==> config.mk <==
export PLATFORM = sky130hd
export DESIGN_NAME = ndma_engine
export DESIGN_NICKNAME = d
export VERILOG_FILES = /design/src/verilog/ndma_pkg.sv /design/src/verilog/ndma_engine.sv /design/src/verilog/ndma_pacer.sv
export SDC_FILE = /design/constraint.sdc
export NUM_CORES = 1
export LEC_CHECK = 0
export ABC_AREA = 1
export ABC_CLOCK_PERIOD_IN_PS = 1900
export BUFFER_PORTS_ARGS = -buffer_cell sky130_fd_sc_hd__buf_2
export CORE_ASPECT_RATIO = 0.7
export CORE_MARGIN = 5
export CORE_UTILIZATION = 59
export DETAILED_ROUTE_END_ITERATION = 16
export GPL_ROUTABILITY_DRIVEN = 0
export PLACE_DENSITY = 0.83
export SKIP_CTS_REPAIR_TIMING = 1
export SLEW_MARGIN = 20
export SYNTH_ARGS = -nofsm -noshare
export SYNTH_HDL_FRONTEND = slang
export SYNTH_SLANG_ARGS = --single-unit
export TNS_END_PERCENT = 100
==> constraint.sdc <==
create_clock -name clock -period 1.9 [get_ports clock]
set_clock_uncertainty 0.05 [all_clocks]
set_input_delay 0.475 -clock clock [delete_from_list [all_inputs] [get_ports clock]]
set_output_delay 0.475 -clock clock [all_outputs]
set_load 0.05 [all_outputs]
==> src/verilog/ndma_pkg.sv <==
// Constants and types shared by the normal-mode copy engine
package ndma_pkg;
  // Register byte addresses on the coprocessor register port
  localparam logic [15:0] dma_control_addr     = 16'h2230;
  localparam logic [15:0] dma_src_addr_lo      = 16'h2232;
  localparam logic [15:0] dma_src_addr_mid     = 16'h2233;
  localparam logic [15:0] dma_src_addr_hi      = 16'h2234;
  localparam logic [15:0] dma_dst_addr_lo      = 16'h2235;
  localparam logic [15:0] dma_dst_addr_mid     = 16'h2236;
  localparam logic [15:0] dma_dst_addr_hi      = 16'h2237;
  localparam logic [15:0] dma_count_lo         = 16'h2238;
  localparam logic [15:0] dma_count_hi         = 16'h2239;
  localparam logic [15:0] coprocessor_flags_addr = 16'h2301;

  // Control register field positions
  localparam int src_sel_lsb       = 0;
  localparam int dest_select_bit   = 2;
  localparam int conv_mode_bit     = 5;
  localparam int bus_priority_bit  = 6;
  localparam int transfer_en_bit   = 7;
  // Flag register position of the completion flag
  localparam int done_flag_bit     = 5;

  // Reset values
  localparam logic [7:0]  control_reset = 8'h00;
  localparam logic [23:0] addr_reset    = 24'h000000;
  localparam logic [15:0] count_reset   = 16'h0000;

  // Memory selectors
  localparam logic [1:0] src_rom  = 2'h0;
  localparam logic [1:0] src_bwr  = 2'h1;
  localparam logic [1:0] src_iram = 2'h2;
  localparam logic       dst_iram = 1'b0;
  localparam logic       dst_bwr  = 1'b1;

  // Address widths per memory
  localparam int rom_addr_bits  = 24;
  localparam int bwr_addr_bits  = 18;
  localparam int iram_addr_bits = 11;

  // Transfer rates: fast 10.74 MHz, slow 5.37 MHz, on a 10.74 MHz base clock
  localparam real clock_mhz     = 10.74;
  localparam real fast_rate_mhz = 10.74;
  localparam real slow_rate_mhz = 5.37;
  localparam int  fast_cycles   = int'(clock_mhz / fast_rate_mhz);
  localparam int  slow_cycles   = int'(clock_mhz / slow_rate_mhz);

  // Engine states
  typedef enum logic [3:0] {
    st_idle  = 4'b0001,
    st_read  = 4'b0010,
    st_write = 4'b0100,
    st_done  = 4'b1000
  } eng_state_e;
endpackage
==> src/verilog/ndma_engine.sv <==
// Normal-mode memory copy engine of the cartridge coprocessor
`timescale 1ns/1ps
`default_nettype none
// Summary of operation
// - Source select: 00 ROM, 01 backup work RAM, 10 internal RAM.
// - Destination select: 0 internal RAM, 1 backup work RAM.
// - Conversion mode 0 means plain copy; 1 hands off to conversion logic.
// - Bit 6 priority: 0 CPU keeps bus, 1 engine stalls the CPU.
// - Priority bit only applies to backup RAM and internal RAM pairings.
// - Enable set clears parameters; clear disables; software sequences it.
// - Source width 24 bits ROM, 18 backup RAM, 11 internal RAM.
// - Sixteen-bit byte count 1 to 65535 loads the terminal counter.
// - Writing 2237H (backup RAM) or 2236H (internal RAM) starts the copy.
// - The copy ends when the terminal counter reaches zero.
// - Completion raises a CPU interrupt and sets the done flag.
// - ROM to internal RAM at full rate; other pairings at half rate. Here each byte takes 3 cycles and 4 cycles respectively.
// - Host console memory access makes the engine wait.
module ndma_engine
  import ndma_pkg::*;
#(
  parameter int pace_width = 4
) (
  // Clock and reset
  input  wire logic        clock,
  input  wire logic        resetn,
  // Coprocessor CPU register port
  input  wire logic [15:0] reg_addr,
  input  wire logic        reg_write,
  input  wire logic        reg_read,
  input  wire logic [7:0]  reg_wdata,
  output logic [7:0]       reg_rdata,
  input  wire logic        flag_clear,
  // Memory side
  output logic [1:0]       mem_rd_sel,
  output logic [23:0]      mem_rd_addr,
  output logic             mem_rd,
  input  wire logic [7:0]  mem_rd_data,
  output logic             mem_wr_sel,
  output logic [23:0]      mem_wr_addr,
  output logic             mem_wr,
  output logic [7:0]       mem_wr_data,
  // Host console access in progress
  input  wire logic        host_access,
  // Status toward the coprocessor CPU
  output logic             cpu_stall,
  output logic             cpu_irq,
  output logic             conversion_mode
);
  // Elaboration checks: the pacer must hold both rate periods
  if (pace_width < 2) begin : g_width_check
    $error("pace_width too small");
  end
  if (fast_cycles < 1 || slow_cycles < 1) begin : g_rate_check
    $error("rate periods must be at least one cycle");
  end
  if (slow_cycles >= (1 << pace_width)) begin : g_period_check
    $error("pace_width cannot hold the slow period");
  end
  // Address padding below assumes these memory widths
  if (rom_addr_bits != 24 || bwr_addr_bits != 18 || iram_addr_bits != 11) begin : g_addr
    $error("memory address widths differ from the padding logic");
  end

  // All engine state in one record; every output is a field of it
  typedef struct packed {
    eng_state_e  fsm;
    logic [7:0]  control;
    logic [23:0] src;
    logic [23:0] dst;
    logic [15:0] count;
    logic [15:0] term;
    logic        done_flag;
    logic [7:0]  rdata;
    logic [1:0]  rd_sel;
    logic [23:0] rd_addr;
    logic        rd;
    logic        wr_sel;
    logic [23:0] wr_addr;
    logic        wr;
    logic [7:0]  wr_data;
    logic        stall;
    logic        irq;
  } engine_s;

  engine_s state;
  engine_s next_state;

  logic [1:0]            source_select;
  logic                  dest_select;
  logic                  pace_run;
  logic                  pace_tick;
  logic [pace_width-1:0] pace_period;
  logic                  bwr_iram_pair;
  logic [23:0]           src_masked;
  // Decoded helpers for the sequencing logic
  logic [23:0]           dst_masked;
  logic                  control_hit;
  logic                  enable_rise;
  logic                  abort_req;
  logic                  busy;
  logic                  trigger_hit;
  logic                  read_go;
  logic                  last_byte;
  logic                  priority_copy;
  logic                  flags_read;

  // Field decode of the control register
  assign source_select = state.control[src_sel_lsb +: 2];
  assign dest_select   = state.control[dest_select_bit];
  assign bwr_iram_pair = (source_select == src_bwr && dest_select == dst_iram)
                      || (source_select == src_iram && dest_select == dst_bwr);

  // Rate per pairing; same-device pairings are illegal and simply run slow
  always_comb begin
    case ({source_select, dest_select})
      {src_rom, dst_iram}: pace_period = pace_width'(fast_cycles);
      {src_rom, dst_bwr}:  pace_period = pace_width'(slow_cycles);
      {src_bwr, dst_iram}: pace_period = pace_width'(slow_cycles);
      {src_iram, dst_bwr}: pace_period = pace_width'(slow_cycles);
      default:             pace_period = pace_width'(slow_cycles);
    endcase
  end
  // Pacer reloads its period and restarts while the host owns memory
  assign pace_run = (state.fsm == st_read) && !host_access;

  // Unused upper source bits are dropped per memory
  always_comb begin
    case (source_select)
      src_rom:  src_masked = state.src;
      src_bwr:  src_masked = {6'h00, state.src[bwr_addr_bits-1:0]};
      src_iram: src_masked = {13'h0000, state.src[iram_addr_bits-1:0]};
      default:  src_masked = state.src;
    endcase
  end

  // Destination keeps only the bits its memory decodes
  always_comb begin
    if (dest_select == dst_bwr) begin
      dst_masked = {6'h00, state.dst[bwr_addr_bits-1:0]};
    end else begin
      dst_masked = {13'h0000, state.dst[iram_addr_bits-1:0]};
    end
  end

  // Register port decode shared by the sequencing logic
  assign control_hit   = reg_write && (reg_addr == dma_control_addr);
  // Parameters clear only on the enable edge, so a rewrite keeps them
  assign enable_rise   = control_hit && reg_wdata[transfer_en_bit]
                      && !state.control[transfer_en_bit];
  // Dropping enable abandons a running copy at once
  assign abort_req     = control_hit && !reg_wdata[transfer_en_bit];
  assign busy          = (state.fsm != st_idle);
  // Trigger byte follows the destination; ignored while busy or converting
  assign trigger_hit   = reg_write && state.control[transfer_en_bit]
                      && !state.control[conv_mode_bit] && !busy
                      && ((reg_addr == dma_dst_addr_hi && dest_select == dst_bwr)
                       || (reg_addr == dma_dst_addr_mid && dest_select == dst_iram));
  // A tick seen while the host holds memory is dropped; the pacer reloads
  assign read_go       = pace_tick && !host_access;
  assign last_byte     = (state.term == 16'h0001);
  // CPU yields only for priority copies between the two RAMs
  assign priority_copy = state.control[bus_priority_bit] && bwr_iram_pair;
  // Only the flag register reads back; every other address returns zero
  assign flags_read    = reg_read && (reg_addr == coprocessor_flags_addr);

  // One pacer serves every pairing; its period follows the control register
  ndma_pacer #(
    .width (pace_width)
  ) pacer (
    .clock  (clock),
    .resetn (resetn),
    .run    (pace_run),
    .period (pace_period),
    .tick   (pace_tick)
  );

  // Register writes, copy sequencing and flag handling
  always_comb begin
    next_state    = state;
    next_state.rd = 1'b0;
    next_state.wr = 1'b0;
    next_state.irq = 1'b0;

    // Register writes from the coprocessor CPU
    if (reg_write) begin
      case (reg_addr)
        dma_control_addr: begin
          next_state.control = reg_wdata;
          if (enable_rise) begin
            next_state.src   = addr_reset;
            next_state.dst   = addr_reset;
            next_state.count = count_reset;
          end
        end
        // Address and count bytes, least significant first
        dma_src_addr_lo:  next_state.src[7:0]   = reg_wdata;
        dma_src_addr_mid: next_state.src[15:8]  = reg_wdata;
        dma_src_addr_hi:  next_state.src[23:16] = reg_wdata;
        dma_dst_addr_lo:  next_state.dst[7:0]   = reg_wdata;
        dma_dst_addr_mid: next_state.dst[15:8]  = reg_wdata;
        dma_dst_addr_hi:  next_state.dst[23:16] = reg_wdata;
        dma_count_lo:     next_state.count[7:0]  = reg_wdata;
        dma_count_hi:     next_state.count[15:8] = reg_wdata;
        default: ;
      endcase
      // Zero count is outside the legal range; finish at once, not after 64K bytes
      if (trigger_hit) begin
        next_state.term = state.count;
        next_state.fsm  = (state.count == count_reset) ? st_done : st_read;
      end
    end

    case (state.fsm)
      // Waiting for a trigger byte
      st_idle: ;
      // Waiting for the pacer, then one source read
      st_read: begin
        if (read_go) begin
          next_state.rd      = 1'b1;
          next_state.rd_sel  = source_select;
          next_state.rd_addr = src_masked;
          next_state.fsm     = st_write;
        end
      end
      st_write: begin
        // Source answers while its read strobe stands; capture and pass it on
        next_state.wr      = 1'b1;
        next_state.wr_sel  = dest_select;
        next_state.wr_addr = dst_masked;
        next_state.wr_data = mem_rd_data;
        next_state.src     = state.src + 24'h000001;
        next_state.dst     = state.dst + 24'h000001;
        next_state.term    = state.term - 16'h0001;
        next_state.fsm     = last_byte ? st_done : st_read;
      end
      // One-cycle completion step
      st_done: begin
        next_state.irq       = 1'b1;
        next_state.done_flag = 1'b1;
        next_state.fsm       = st_idle;
      end
      default: next_state.fsm = st_idle;
    endcase

    // Disable wins over sequencing, so no strobe follows it
    if (abort_req) begin
      next_state.fsm = st_idle;
      next_state.rd  = 1'b0;
      next_state.wr  = 1'b0;
    end

    // Set beats clear when both land together
    if (flag_clear && state.fsm != st_done) begin
      next_state.done_flag = 1'b0;
    end

    // Stall the CPU only for priority copies between the two RAMs
    next_state.stall = (next_state.fsm == st_read || next_state.fsm == st_write)
                     && priority_copy;

    // Registered read data; control registers read as zero
    next_state.rdata = 8'h00;
    if (flags_read) begin
      next_state.rdata[done_flag_bit] = next_state.done_flag;
    end
  end

  // Synchronous reset; idle needs its one-hot code, not all zeros
  always_ff @(posedge clock) begin
    if (!resetn) begin
      state         <= '0;
      state.fsm     <= st_idle;
      state.control <= control_reset;
    end else begin
      state <= next_state;
    end
  end

  // Outputs straight from the state register: register port
  assign reg_rdata       = state.rdata;

  // Source side
  assign mem_rd_sel      = state.rd_sel;
  assign mem_rd_addr     = state.rd_addr;
  assign mem_rd          = state.rd;

  // Destination side
  assign mem_wr_sel      = state.wr_sel;
  assign mem_wr_addr     = state.wr_addr;
  assign mem_wr          = state.wr;
  assign mem_wr_data     = state.wr_data;

  // Status toward the coprocessor CPU
  assign cpu_stall       = state.stall;
  assign cpu_irq         = state.irq;
  assign conversion_mode = state.control[conv_mode_bit];
endmodule
`default_nettype wire

==> src/verilog/ndma_pacer.sv <==
// Byte pacer: spaces memory strobes by a settable number of cycles
`timescale 1ns/1ps
`default_nettype none
module ndma_pacer
  import ndma_pkg::*;
#(
  parameter int width = 4
) (
  // Clock and reset
  input  wire logic             clock,
  input  wire logic             resetn,
  // Pacing control
  input  wire logic             run,
  input  wire logic [width-1:0] period,
  output logic                  tick
);
  // Elaboration check: one bit cannot hold a reload value above one
  if (width < 2) begin : g_width_check
    $error("pacer width too small");
  end

  typedef struct packed {
    logic [width-1:0] count;
    logic             tick;
  } pacer_s;

  pacer_s state;
  pacer_s next_state;

  // Count down from period; tick on reaching one
  always_comb begin
    next_state = state;
    next_state.tick = 1'b0;
    if (!run) begin
      next_state.count = period;
    end else if (state.count <= {{(width-1){1'b0}}, 1'b1}) begin
      next_state.tick  = 1'b1;
      next_state.count = period;
    end else begin
      next_state.count = state.count - {{(width-1){1'b0}}, 1'b1};
    end
  end

  always_ff @(posedge clock) begin
    if (!resetn) begin
      state <= '0;
    end else begin
      state <= next_state;
    end
  end

  assign tick = state.tick;
endmodule
`default_nettype wire

==> results_dict.tcl, run 1 <==
set metrics [dict create \
    clk_pin_slew_ns 0.07 \
    viasPerCell 5.631 \
    power_leakage_nw 4.127 \
    hold_class "in2reg" \
    fin_ws_ns 0.08923 \
    total_power_w 0.006991 \
    mostFrequentLayoutCells "nand2_1, nor2_1, dfxtp_1, nand3_1, a21oi_1" \
    post-route-min-period_ns 1.811 \
    ys_seq_area_frac 0.3537 \
    critPathBufInv 2 \
    synth_mux_area_frac 0 \
    setup_tns_ns 0 \
    crit_slowest_cell "dfxtp_1" \
    max-vdd-ir-drop_uv 653.0 \
    syn_area_sq_um 8376 \
    clk_latency_ns 0.43 \
    cts_buffers 17 \
    avgSynthCellArea_sq_um 6.543 \
    antenna_found_initial 0 \
    grt_usage 0.2878 \
    grt.overflow.total 0 \
    relSlewSlack 0.6080 \
    cap_violations 0 \
    rsz0062_at_grt "false" \
    wl_um 24320 \
    grt_max_degree 32 \
    critical_path.endpoint_type "register" \
    ys.flop_type "dfxtp_1" \
    fin_nets 1411 \
    grt_pass1_wl_um 38960 \
    ys_warn_count 0 \
    status "completed" \
    synth_edf_count 0 \
    holdCritStartpoint "host_access" \
    power_density_nw_per_um2 727.8 \
    fmax_mhz 552.3 \
    async_flop_share 0 \
    layout_commonest_cell "nand2_1" \
    post-place-ws_ns -0.1004 \
    drc 0 \
    initial_core_util 0.6018 \
    via_count 8830 \
    dr.first_iter.drc_count 1057 \
    cts_sinks 148 \
    syn_inst 1280 \
    row_count 36 \
    grt_pass1_vias 7703 \
    ys_ff_latch 148 \
    io_buffers 96 \
    worst-path-max-fanout 31 \
    synth_cell_types 41 \
    setup_violations 0 \
    die_x_um 152.4 \
    fp.dieH_um 109.7 \
    cts_buffer_depth 2 \
    synth_top_family_by_area "simple AND/OR/NAND/NOR gates" \
    synth_xor_area_frac 0.01569 \
    drt_pass1_iterations 6 \
    path_common_cell "nand3_1" \
    cp_data_required_time_ns 2.17 \
    yosys.area_share.simple 0.3688 \
    critPathLaunch "state[161]$_SDFF_PN0_" \
    final_hold_viol_count 0 \
    worstMarginPinSlew_ns 0.5859 \
    finalCritPeriodShare 0.9530 \
    cp_top_family "simple AND/OR/NAND/NOR gates" \
    cts.htree.levels 4 \
    core_area_sq_um 13920 \
    io_pins 110 \
    dpl.hpwl_um 17800 \
    synth_compound_area_frac 0.1223 \
    nFillCells 1139 \
    wire_per_inst_um 15.51 \
    max_stage_delay_ns 0.33 \
    slew_violations 0 \
    postRouteAntennaNets 0 \
    path_cells "nor2_2, nand3_4, buf_12, nand3_1, inv_1, nand3_1, nand3_1, nor2_1, nor2_1" \
    cts_tree "done" \
    cts-root-buf "clkbuf_16" \
    cp.arrival_ns 2.08 \
    critPathKind "reg2reg" \
    synth_adder_area_share 0.01195 \
    r2r_start "state[161]$_SDFF_PN0_" \
    layout-drive-gt1-share 0.1807 \
    dieArea_sq_um 16720 \
    cp-start-kind "register" \
    diodes 0 \
    syn_to_final_growth_pct 14.68 \
]
-- cell type report --
class | instances | area (sq um) | area share
Clock inverter | 14 | 185.2 | 0.01928
Timing Repair Buffer | 167 | 1039 | 0.1081
Multi-Input combinational cell | 944 | 4407 | 0.4588
Clock buffer | 18 | 439.2 | 0.04572
Inverter | 87 | 334.1 | 0.03478
Tap cell | 190 | 237.7 | 0.02475
Sequential cell | 148 | 2964 | 0.3086
-- where the power goes --
part | leakage, nW | switching [W] | internal, W
registers | 1.19 | 0.00000123 | 0.00310
logic | 2.64 | 0.000229 | 0.0000883
clock network | 0.299 | 0.00153 | 0.00204
-- kinds of logic after synthesis --
family                     Yosys count
adders and majority gates            8
buffers and inverters              200
AOI/OAI and AO/OA                  198
xor gates and xnor gates            15
other                                1
DFF                                148
and+or+nand+nor                    710
-- synth_stat cells (5+ instances only) --
library cell / count / share of area
inv_1: 82 / 0.037
nand2_1: 278 / 0.12
xnor2_1: 11 / 0.012
ha_1: 8 / 0.012
nand2_4: 5 / 0.0067
dfxtp_1: 148 / 0.35
o21ai_1: 8 / 0.0048
a21oi_1: 113 / 0.068
nor3_1: 5 / 0.0030
nor2_2: 8 / 0.0060
nand3_1: 116 / 0.069
nand4_1: 31 / 0.023
nand2_2: 11 / 0.0082
buf_4: 68 / 0.061
or2_2: 8 / 0.0060
o22ai_1: 6 / 0.0045
nor2_1: 235 / 0.11
buf_2: 12 / 0.0072
o21ai_0: 62 / 0.037
clkbuf_1: 24 / 0.011
buf_6: 5 / 0.0067
-- worst reg2reg max path: stages (launching register included) --
cell and delay [ns]:
dfxtp_1 0.33, nor2_2 0.17, nand3_4 0.20, buf_12 0.24
nand3_1 0.20, inv_1 0.15, nand3_1 0.10, nand3_1 0.08
nor2_1 0.12, nor2_1 0.07
-- state kept, by name, indices dropped and copies added (netlist names) --
| signal | count |
|---|---|
| mem_wr_addr | 18 |
| conversion_mode | 1 |
| mem_rd | 1 |
| mem_rd_sel | 2 |
| mem_wr | 1 |
| cpu_irq | 1 |
| pacer.state | 4 |
| dest_select | 1 |
| source_select | 2 |
| reg_rdata | 1 |
| state | 81 |
| pacer.tick | 1 |
| cpu_stall | 1 |
| mem_rd_addr | 24 |
| mem_wr_data | 8 |
| mem_wr_sel | 1 |
-- per-layer routing --
metal | wire length [um] | global-route usage | vias to the layer above
met5 | 0 | 0 | -
met2 | 9766 | 0.4103 | 534
met3 | 3243 | 0.07514 | 59
met4 | 525 | 0.09493 | 0
met1 | 10780 | 0.4223 | 3987
li1 | - | - | 4250
-- metrics by stage --
step | cell area [sq um] | cells | hold slack [ns] | utilization
floorplan | 8421 | 1292 | 0.3704 | -
global placement | 8965 | 1536 | 0.3827 | 0.6441
detailed placement | 8965 | 1536 | 0.3980 | 0.6441
CTS | 9589 | 1568 | 0.2013 | 0.6890
global route | 9605 | 1568 | 0.2181 | 0.6901
finish | 9605 | 1568 | 0.2103 | 0.6901
-- final timing paths --
check	endpoint	slack, ns	cells past startpoint
worst min register to register	state[158]$_SDFFE_PN0P_	0.41	2
worst min-delay path	pacer.tick$_SDFF_PN0_	0.21	2
worst max-delay path	state[143]$_SDFFE_PN0P_	0.09	9
worst max register to register	state[143]$_SDFFE_PN0P_	0.09	9
Note: power is estimated with default switching activity, not from simulation.
==> run 2, diff against run 1 <==
--- a/config.mk
+++ b/config.mk
@@ -13,7 +13,7 @@
 export CORE_UTILIZATION = 59
 export DETAILED_ROUTE_END_ITERATION = 16
 export GPL_ROUTABILITY_DRIVEN = 0
-export PLACE_DENSITY = 0.83
+export PLACE_DENSITY_LB_ADDON = 0.25
 export SKIP_CTS_REPAIR_TIMING = 1
 export SLEW_MARGIN = 20
 export SYNTH_ARGS = -nofsm -noshare
==> run 2 against run 1 <==
  * Register-to-register slack got worse by 0.03 ns
  * Total power decreased by 4.7%
  * Wire length decreased by 2.3%
  * Global-route usage decreased by 0.63 points
  * Fmax decreased by 1.8%
  * Critical path depth decreased by 1
  * Die area unchanged
  * Sequential cell count unchanged
  * Final area decreased by 1.2%
  * Combinational power decreased by 4%
  * Largest cell class unchanged
  * Critical endpoint is now state[148]$_SDFFE_PN0P_
  * Final cell count decreased by 0.57%
==> results_dict.tcl, run 2 (synthesis gave the netlist of run 1 again) <==
set metrics [dict create \
    grt_max_degree 34 \
    cts-root-buf "clkbuf_16" \
    place_inst 1524 \
    grt_pass1_vias 7303 \
    pwr-share-comb 0.046 \
    crit_cells 8 \
    wl_met2_um 8932 \
    cp_top_family "simple AND/OR/NAND/NOR gates" \
    p_seq_frac 0.466 \
    postRouteAntennaNets 0 \
    largest_register_ffs 81 \
    io_pins 110 \
    rrSetupSlack_ns 0.06 \
    slew_violations 0 \
    final_hold_viol_count 0 \
    wire_per_inst_um 15.24 \
    wl_met1_um 11210 \
    top_register "state" \
    clk_latency_ns 0.43 \
    critPathKind "reg2reg" \
    cp.arrival_ns 2.16 \
    setup_violations 0 \
    die_x_um 152.4 \
    grt_usage 0.2815 \
    max-vdd-ir-drop_uv 621.6 \
    pwr-share-clk 0.489 \
    crit_slowest_cell "dfxtp_1" \
    drc 0 \
    wl_um 23750 \
    io_buffers 96 \
    reg2reg_depth 8 \
    grt_pass1_wl_um 37880 \
    cts_buffer_depth 2 \
    rsz0062_at_grt "false" \
    critPathBufInv 1 \
    layout_commonest_cell "nand2_1" \
    power_density_nw_per_um2 701.9 \
    dieArea_sq_um 16720 \
    final_area_sq_um 9494 \
    status "completed" \
    grt.overflow.total 0 \
    wl_met3_um 3098 \
    clk_pin_slew_ns 0.06 \
    cap_violations 0 \
    syn_to_final_growth_pct 13.36 \
    post-route-min-period_ns 1.845 \
    initial_core_util 0.6018 \
    relSlewSlack 0.6488 \
    cts.htree.levels 4 \
    dr.first_iter.drc_count 1260 \
    switching_share 0.2626 \
    row_count 36 \
    cp_data_required_time_ns 2.22 \
    antenna_found_initial 1 \
    worst-path-max-fanout 30 \
    hold_class "in2reg" \
    diodes 0 \
    drt_pass1_iterations 5 \
    via_count 8607 \
    p_sw_w 0.001750 \
    mostFrequentLayoutCells "nand2_1, nor2_1, dfxtp_1, nand3_1, a21oi_1" \
    fmax_mhz 542.1 \
    layout-drive-gt1-share 0.1753 \
    viasPerCell 5.521 \
    cts_buffers 17 \
    fp.dieH_um 109.7 \
    path_cells "nor2_2, nand3_4, buf_12, nand3_1, or2_2, nand3_1, nor2_1, nor2_1" \
    place_area_sq_um 8890 \
    cp-start-kind "register" \
    stdcell_count 1559 \
    finalCritPeriodShare 0.9710 \
    highest_layer "met5" \
    core_area_sq_um 13920 \
    cts_tree "done" \
    fin_nets 1403 \
    dpl.hpwl_um 17680 \
    critical_path.endpoint_type "register" \
    power_leakage_nw 4.055 \
    p_int_w 0.004914 \
    whs_path_depth 2 \
    worstMarginPinSlew_ns 0.5249 \
    cts_sinks 148 \
    max_stage_delay_ns 0.40 \
]
run 2: changes by cell type in the layout (fill, tap and decap cells not counted), sizes merged:
cell    change
buf         -8
bufinv      -2
inv         +2
clkbuf      -1
run 2: worst paths after layout:
kind                                 from                 endpoint
setup reg to reg    state[160]$_SDFF_PN1_  state[148]$_SDFFE_PN0P_
hold / removal                host_access    pacer.tick$_SDFF_PN0_
setup / recovery    state[160]$_SDFF_PN1_  state[148]$_SDFFE_PN0P_
hold reg to reg   state[158]$_SDFFE_PN0P_  state[158]$_SDFFE_PN0P_
run 2: worst register-to-register path: cells and delay by family (launching register included):
kind	cells	cell delay (ns)
simple gates	7	1.10
flops	1	0.40
buf+inv	1	0.22
run 2: through the flow:
step	setup TNS [ns]	total power [W]	hold slack (ns)	utilization	worst slack, ns
after floorplan	0	0.003365	0.3704	-	0.1659
after global placement	-2.498	0.003468	0.3836	0.6387	-0.1195
after detailed placement	-4.971	0.003469	0.3883	0.6387	-0.1630
after CTS	0	0.006667	0.2259	0.6792	0.08202
after global routing	0	0.006846	0.2349	0.6821	0.006775
final	0	0.006664	0.2331	0.6821	0.05516
run 2: power by group through the flow:
stage | Clock, W | Combinational, W | Sequential [W]
after floorplan | 0 | 0.000191 | 0.00317
after global placement | 0 | 0.000294 | 0.00317
after detailed placement | 0 | 0.000295 | 0.00317
after CTS | 0.00327 | 0.000296 | 0.00310
after global routing | 0.00342 | 0.000325 | 0.00310
final | 0.00326 | 0.000303 | 0.00310
run 2: layer usage:
metal / vias to the layer above / global-route usage
met5: - / 0
met1: 3798 / 0.4200
met4: 2 / 0.08724
li1: 4248 / -
met3: 52 / 0.08851
met2: 507 / 0.3831
run 2: area by class of cell:
class,instances,area (sq um)
flip-flops and latches,148,2964
clock inverters,14,137.6
well taps,190,237.7
multi-input cells,944,4407
fillers,1249,4424
inverters,87,331.6
repair buffers,159,991.0
clock buffers,17,425.4
